**src/include/plcx_defs.vh**
```
/*
 contents: constants for the phy output control and misc host configuration registers
 assumes: included by the design files of this block by bare name
*/
`ifndef PLCX_DEFS_VH
`define PLCX_DEFS_VH
`define PLCX_ADDR_W        8
`define PLCX_OFF_PHY_CTRL  8'hec
`define PLCX_OFF_MISC_CFG  8'hf0
`define PLCX_PHY_RESET     32'h00000008
`define PLCX_MISC_RESET    32'h00000000
`define PLCX_BIT_ROUTE     7
`define PLCX_BIT_COMPLY    3
`define PLCX_BIT_COLD      15
`define PLCX_BIT_REV23     11
`define PLCX_BIT_IGN_GATE  10
`define PLCX_EE_OFF_PHY    8'h16
`define PLCX_PMC_BIT_COLD  15
`define PLCX_VID_BIT_IGN   26
`define PLCX_WORD_W        32
`define PLCX_LANE_PHY      0
`define PLCX_LANE_MISC     1
`define PLCX_PHY_RD_MASK   32'h00000088
`define PLCX_MISC_RD_MASK  32'h00008c00
`define PLCX_ROUTE_RESET   1'b0
`define PLCX_COMPLY_RESET  1'b1
`define PLCX_MISC_BIT_RST  1'b0
`endif

```
**src/design/plcx_regs.v**
```verilog
/*
 contents: phy output control and misc host configuration registers, eeprom preload of the phy control register only
 assumes: config write/read strobes on SYS_CLK_I; eeprom loader gives byte strobes
*/
`timescale 1ns/1ps
`default_nettype none
`include "plcx_defs.vh"
module plcx_regs (
   input  wire        SYS_CLK_I,
   input  wire        RESETN_I,
   input  wire        GLOBAL_RESET_N_I,
   input  wire        CE_I,
   input  wire        CFG_WR_I,
   input  wire        CFG_RD_I,
   input  wire [7:0]  CFG_ADDR_I,
   input  wire [3:0]  CFG_BE_I,
   input  wire [31:0] CFG_WDATA_I,
   output reg  [31:0] CFG_RDATA_O,
   output reg         CFG_ACK_O,
   input  wire        EE_VALID_I,
   input  wire [7:0]  EE_ADDR_I,
   input  wire [7:0]  EE_DATA_I,
   input  wire        CABLE_NOT_ACTIVE_I,
   input  wire        UNMASKED_IRQ_I,
   input  wire        MASTER_IRQ_EN_I,
   output reg         CABLE_NOT_ACTIVE_O,
   output reg         WAKE_FROM_COLD_SUPPORT_O,
   output reg         NEWER_BUS_REV_SELECT_O,
   output reg         VENDOR_ID_BIT26_O,
   output reg         WAKE_REQ_O
);
   reg         cable_inactive_route_en;
   reg         comply_bit;
   reg         wake_from_cold_support;
   reg         newer_bus_rev_select;
   reg         wake_ignores_master_irq_gate;
   reg         next_route;
   reg         next_comply;
   reg         next_cold;
   reg         next_rev;
   reg         next_ign;
   reg  [31:0] phy_image;
   reg  [31:0] misc_image;
   reg  [31:0] next_rdata;
   wire        cna_sync;
   wire        ee_phy_hit;
   wire        wr_phy_lane0;
   wire        wr_misc_lane1;
   wire        rd_phy;
   wire        rd_misc;
   wire [31:0] phy_keep;
   wire [31:0] misc_keep;
   genvar      gi;

   function hit;
      input [7:0] a;
      input [7:0] off;
      begin
         hit = (a == off);
      end
   endfunction

   function in_mask;
      input [31:0] mask;
      input integer idx;
      begin
         in_mask = mask[idx];
      end
   endfunction

   plcx_sync3 u_cna_sync (
      .clk_i   (SYS_CLK_I),
      .rst_n_i (RESETN_I),
      .ce_i    (CE_I),
      .d_i     (CABLE_NOT_ACTIVE_I),
      .q_o     (cna_sync)
   );

   // access decode
   assign ee_phy_hit    = EE_VALID_I & hit(EE_ADDR_I, `PLCX_EE_OFF_PHY);
   assign wr_phy_lane0  = CFG_WR_I &
                          hit(CFG_ADDR_I, `PLCX_OFF_PHY_CTRL) &
                          CFG_BE_I[`PLCX_LANE_PHY];
   assign wr_misc_lane1 = CFG_WR_I &
                          hit(CFG_ADDR_I, `PLCX_OFF_MISC_CFG) &
                          CFG_BE_I[`PLCX_LANE_MISC];
   assign rd_phy        = hit(CFG_ADDR_I, `PLCX_OFF_PHY_CTRL);
   assign rd_misc       = hit(CFG_ADDR_I, `PLCX_OFF_MISC_CFG);

   // readable bit masks, one per field position
   generate
      for (gi = 0; gi < `PLCX_WORD_W; gi = gi + 1) begin : g_keep
         assign phy_keep[gi]  = in_mask(`PLCX_PHY_RD_MASK, gi);
         assign misc_keep[gi] = in_mask(`PLCX_MISC_RD_MASK, gi);
      end
   endgenerate

   // phy control next value, eeprom byte beats a same-cycle write
   always @* begin
      next_route  = cable_inactive_route_en;
      next_comply = comply_bit;
      if (ee_phy_hit) begin
         next_route  = EE_DATA_I[`PLCX_BIT_ROUTE];
         next_comply = EE_DATA_I[`PLCX_BIT_COMPLY];
      end else if (wr_phy_lane0) begin
         next_route  = CFG_WDATA_I[`PLCX_BIT_ROUTE];
      end
   end

   // misc next value, lane 1 only
   always @* begin
      next_cold = wake_from_cold_support;
      next_rev  = newer_bus_rev_select;
      next_ign  = wake_ignores_master_irq_gate;
      if (wr_misc_lane1) begin
         next_cold = CFG_WDATA_I[`PLCX_BIT_COLD];
         next_rev  = CFG_WDATA_I[`PLCX_BIT_REV23];
         next_ign  = CFG_WDATA_I[`PLCX_BIT_IGN_GATE];
      end
   end

   // sticky phy bits: global reset only
   always @(posedge SYS_CLK_I) begin
      if (!GLOBAL_RESET_N_I) begin
         cable_inactive_route_en <= `PLCX_ROUTE_RESET;
         comply_bit              <= `PLCX_COMPLY_RESET;
      end else if (CE_I) begin
         cable_inactive_route_en <= next_route;
         comply_bit              <= next_comply;
      end
   end

   // sticky misc bits: global reset only
   always @(posedge SYS_CLK_I) begin
      if (!GLOBAL_RESET_N_I) begin
         wake_from_cold_support       <= `PLCX_MISC_BIT_RST;
         newer_bus_rev_select         <= `PLCX_MISC_BIT_RST;
         wake_ignores_master_irq_gate <= `PLCX_MISC_BIT_RST;
      end else if (CE_I) begin
         wake_from_cold_support       <= next_cold;
         newer_bus_rev_select         <= next_rev;
         wake_ignores_master_irq_gate <= next_ign;
      end
   end

   // register images at their field positions
   always @* begin
      phy_image                       = {`PLCX_WORD_W{1'b0}};
      misc_image                      = {`PLCX_WORD_W{1'b0}};
      phy_image[`PLCX_BIT_ROUTE]      = cable_inactive_route_en;
      phy_image[`PLCX_BIT_COMPLY]     = comply_bit;
      misc_image[`PLCX_BIT_COLD]      = wake_from_cold_support;
      misc_image[`PLCX_BIT_REV23]     = newer_bus_rev_select;
      misc_image[`PLCX_BIT_IGN_GATE]  = wake_ignores_master_irq_gate;
   end

   // read mux, reserved bits masked to zero
   always @* begin
      next_rdata = {`PLCX_WORD_W{1'b0}};
      if (rd_phy) begin
         next_rdata = phy_image & phy_keep;
      end else if (rd_misc) begin
         next_rdata = misc_image & misc_keep;
      end
   end

   always @(posedge SYS_CLK_I) begin
      if (!RESETN_I) begin
         CFG_RDATA_O              <= 32'h00000000;
         CFG_ACK_O                <= 1'b0;
         CABLE_NOT_ACTIVE_O       <= 1'b0;
         WAKE_FROM_COLD_SUPPORT_O <= 1'b0;
         NEWER_BUS_REV_SELECT_O   <= 1'b0;
         VENDOR_ID_BIT26_O        <= 1'b0;
         WAKE_REQ_O               <= 1'b0;
      end else if (CE_I) begin
         CFG_ACK_O   <= CFG_RD_I | CFG_WR_I;
         CFG_RDATA_O <= CFG_RD_I ? next_rdata : 32'h00000000;
         CABLE_NOT_ACTIVE_O       <= cable_inactive_route_en & cna_sync;
         WAKE_FROM_COLD_SUPPORT_O <= wake_from_cold_support;
         NEWER_BUS_REV_SELECT_O   <= newer_bus_rev_select;
         VENDOR_ID_BIT26_O        <= wake_ignores_master_irq_gate;
         WAKE_REQ_O <= UNMASKED_IRQ_I &
                       (MASTER_IRQ_EN_I | wake_ignores_master_irq_gate);
      end
   end
endmodule // plcx_regs
`default_nettype wire

```
**src/design/plcx_sync3.v**
```verilog
/*
 contents: three flop synchroniser, change accepted when stages two and three agree
 assumes: one clock, synchronous active low reset, clock enable
*/
`timescale 1ns/1ps
`default_nettype none
module plcx_sync3 (
   input  wire clk_i,
   input  wire rst_n_i,
   input  wire ce_i,
   input  wire d_i,
   output reg  q_o
);
   reg [2:0] stage;
   always @(posedge clk_i) begin
      if (!rst_n_i) begin
         stage <= 3'h0;
         q_o   <= 1'b0;
      end else if (ce_i) begin
         stage <= {stage[1:0], d_i};
         if (stage[1] == stage[2]) begin
            q_o <= stage[2];
         end
      end
   end
endmodule // plcx_sync3
`default_nettype wire

```
**config.mk**
```make
export PLATFORM = sky130hd
export DESIGN_NAME = plcx_regs
export DESIGN_NICKNAME = d
export VERILOG_FILES = /design/src/design/plcx_regs.v /design/src/design/plcx_sync3.v
export VERILOG_INCLUDE_DIRS = /design/src /design/src/include
export SDC_FILE = /design/constraint.sdc
export NUM_CORES = 1
export LEC_CHECK = 0
export ABC_CLOCK_PERIOD_IN_PS = 1100
export BUFFER_PORTS_ARGS = -buffer_cell sky130_fd_sc_hd__buf_2
export CAP_MARGIN = 25
export CORE_MARGIN = 5
export CORE_UTILIZATION = 33
export CTS_BUF_LIST = sky130_fd_sc_hd__clkbuf_16
export DETAILED_ROUTE_END_ITERATION = 8
export PLACE_DENSITY_LB_ADDON = 0.15
export SLEW_MARGIN = 20
export SYNTH_ARGS = -nofsm -noshare
export SYNTH_HDL_FRONTEND = slang
export SYNTH_HIERARCHICAL = 1
export SYNTH_SLANG_ARGS = --single-unit
```
**constraint.sdc**
```tcl
create_clock -name SYS_CLK_I -period 1.1 [get_ports SYS_CLK_I]
set_clock_uncertainty 0.2 [all_clocks]
set_input_delay 0.055 -clock SYS_CLK_I [delete_from_list [all_inputs] [get_ports SYS_CLK_I]]
set_output_delay 0.055 -clock SYS_CLK_I [all_outputs]
set_load 0.01 [all_outputs]
```
==> impl_metrics.json <==
{
  "vias_per_cell": 4.32,
  "drive_gt1_frac": 0.314,
  "power_frac_seq": 0.433,
  "wire_per_inst_um": 11.2,
  "powerDensity_mw_per_mm2": 1100,
  "most-common-layout-cells": "buf_2, conb_1, dfxtp_1",
  "port_buffers": 44,
  "p_leak_nw": 0.725,
  "postCtsSetupRepairBufs": 0,
  "final_area_mm2": 0.00155,
  "holdWs_ps": -32.6,
  "netSwitchingFraction": 0.217,
  "die_w_um": 68.7,
  "grt_max_degree": 14,
  "grt_setup_unrepaired": "yes",
  "antenna_left": 0,
  "numCtsBuffers": 3,
  "syn-cell-area_mm2": 0.00114,
  "slew_viol_final": 0,
  "cts_tree": "yes",
  "worstSetupEndpointType": "register",
  "power_frac_clock": 0.424,
  "synth_warnings": 6,
  "violations": "hold timing",
  "die_h_um": 68.7,
  "synth_adder_area_share": 0,
  "finalSetupViolCount": 0,
  "finalCritPeriodShare": 0.993,
  "p_int_mw": 1.33,
  "hold_viol_final": 13,
  "fillers": 347,
  "clkTransAtPathRegs_ps": 50,
  "cts_hold_buf": 13,
  "synth-compound-area-share": 0.127,
  "start_util": 0.340,
  "routed-via-count": 1010,
  "diodes": 0,
  "reg_top3": "CFG_RDATA_O x5, u_cna_sync/stage x3",
  "synth_top_family_by_area": "simple AND/OR/NAND/NOR gates",
  "rows": 21,
  "dp_hpwl_mm": 2.05,
  "crit_fanout": 4,
  "root_buffer": "clkbuf_16",
  "largest-register": "CFG_RDATA_O",
  "synth_xor_area_frac": 0,
  "cts_sinks": 20,
  "ys_seq_area_frac": 0.352,
  "largest_register_ffs": 5,
  "drt_iter0_drc": 28,
  "muxShareOfSynthArea": 0.0617,
  "cp_data_arrival_time_ps": 1030,
  "first_global_vias": 913,
  "clkLatencyLatePin_ps": 250,
  "regArea_um2": 400,
  "ys_seq_elements": 20,
  "cap_violations": 0,
  "ctsHtreeMaxLevel": 1,
  "dieArea_mm2": 0.00472,
  "firstDrtPassIters": 4,
  "core_area_mm2": 0.00334,
  "status": "complete, but fails checks",
  "critPathRequiredTime_ps": 1030,
  "syn_inst": 128,
  "antenna_found_initial": 0,
  "dpl_cell_area_mm2": 0.00135,
  "avgSynthCellArea_um2": 8.88,
  "ios": 108,
  "start_kind": "input port",
  "multiInputGateArea_um2": 601,
  "post-route-drc-count": 0,
  "clockBufferDepth": 2,
  "grt.total_usage": 0.110,
  "switchingPower_mw": 0.370,
  "gp_congestion": 0.779,
  "worst-setup-path-type": "input port to register",
  "areaGrowthSynthToFinish_pct": 36.5,
  "grt_pass1_wl_mm": 3.89,
  "hold_path.class": "input port to register",
  "fmax_mhz": 916,
  "drt-total-wl_mm": 2.63,
  "min_period_ps": 1090,
  "layout_commonest_cell": "buf_2",
  "ys_types": 31,
  "overflow": 0,
  "ir_drop_v": 0.000836,
  "final_nets": 260,
  "synth-simple-area-share": 0.246,
  "comb_power_share": 0.143
}
==> what timing repair did <==
item	4_1_cts	5_1_grt
resized for setup	0	2
hold endpoints to repair	18	5
setup endpoints to repair	0	7
==> kinds of logic (layout without fill, tap and decap cells) <==
logic type	count (synthesis)	in the layout
and+or+nand+nor	44	44
muxes	7	7
buffers and inverters	35	69
other	1	27
AOI/OAI and AO/OA	21	21
DFF	20	20
==> power by group through the flow <==
stage               registers (mW)  logic, mW  clock network, mW
finish                       0.739      0.244              0.722
CTS                          0.738      0.244              0.747
global placement             0.753      0.204                  0
detailed placement           0.754      0.208                  0
floorplan                    0.755      0.173                  0
global route                 0.739      0.269              0.793
==> synthesized netlist by cell type, drive strengths merged <==
master  number  share of area
o21bai       1         0.0066
o211ai       2          0.013
nor3b        2          0.013
a21boi       7          0.046
inv          3         0.0099
clkbuf       3          0.011
o31ai        1         0.0066
and3b        1         0.0077
nor2         4          0.013
mux2i        7          0.062
a21oi        5          0.022
buf         29           0.19
nand4        7          0.039
nand2b       7          0.039
o32ai        1          0.014
and2         1         0.0055
and4bb       2          0.022
and4         2          0.015
o21ai        4          0.018
nor2b        5          0.034
nand3        6          0.026
conb         1         0.0033
nand2        4          0.013
dfxtp       20           0.35
and3         2          0.011
nand3b       1         0.0066
==> final timing paths <==
path                      startpoint                 endpoint  slack, ps  depth (start not counted)
max                      CFG_BE_I[1]     newer_bus_rev_select          8                          5
max reg2reg  cable_inactive_route_en  cable_inactive_route_en         70                          3
min                         RESETN_I                CFG_ACK_O        -30                          3
min reg2reg          CFG_RDATA_O[10]          CFG_RDATA_O[10]        270                          2
==> per-layer routing <==
| layer | wire length [um] | GRT usage | vias to the layer above | part of all wire |
|---|---|---|---|---|
| met3 | 248 | 0.0389 | 2 | 0.094 |
| met4 | 11 | 0.0223 | 0 | 0.0042 |
| met5 | 0 | 0 | - | 0 |
| met2 | 1290 | 0.193 | 42 | 0.49 |
| li1 | - | - | 512 | - |
| met1 | 1080 | 0.129 | 454 | 0.41 |
==> worst max-delay path, cell delays in order <==
cell and delay, ps:
dlygate4sd3_1 520, buf_2 140, nand2_1 80, o21ai_0 140, a21oi_1 90
==> area by class of cell <==
| cell class | instances | share of cell area |
|---|---|---|
| repair buffers | 63 | 0.262 |
| flip-flops and latches | 20 | 0.258 |
| inverters | 3 | 0.00726 |
| clock buffers | 3 | 0.0484 |
| well taps | 46 | 0.0371 |
| multi-input cells | 99 | 0.387 |
==> stage by stage <==
step	setup WS [ps]	total power [mW]	TNS (ps)	util	std cells
6_report	7.91	1.70	0	0.465	234
5_1_grt	-33.7	1.80	-99.8	0.465	234
4_1_cts	22.7	1.73	0	0.467	235
3_5_place_dp	-226	0.962	-1640	0.406	219
3_3_place_gp	-214	0.958	-1560	0.406	219
2_1_floorplan	1.60	0.929	0	-	154
Power figures use the tool's default switching activity.
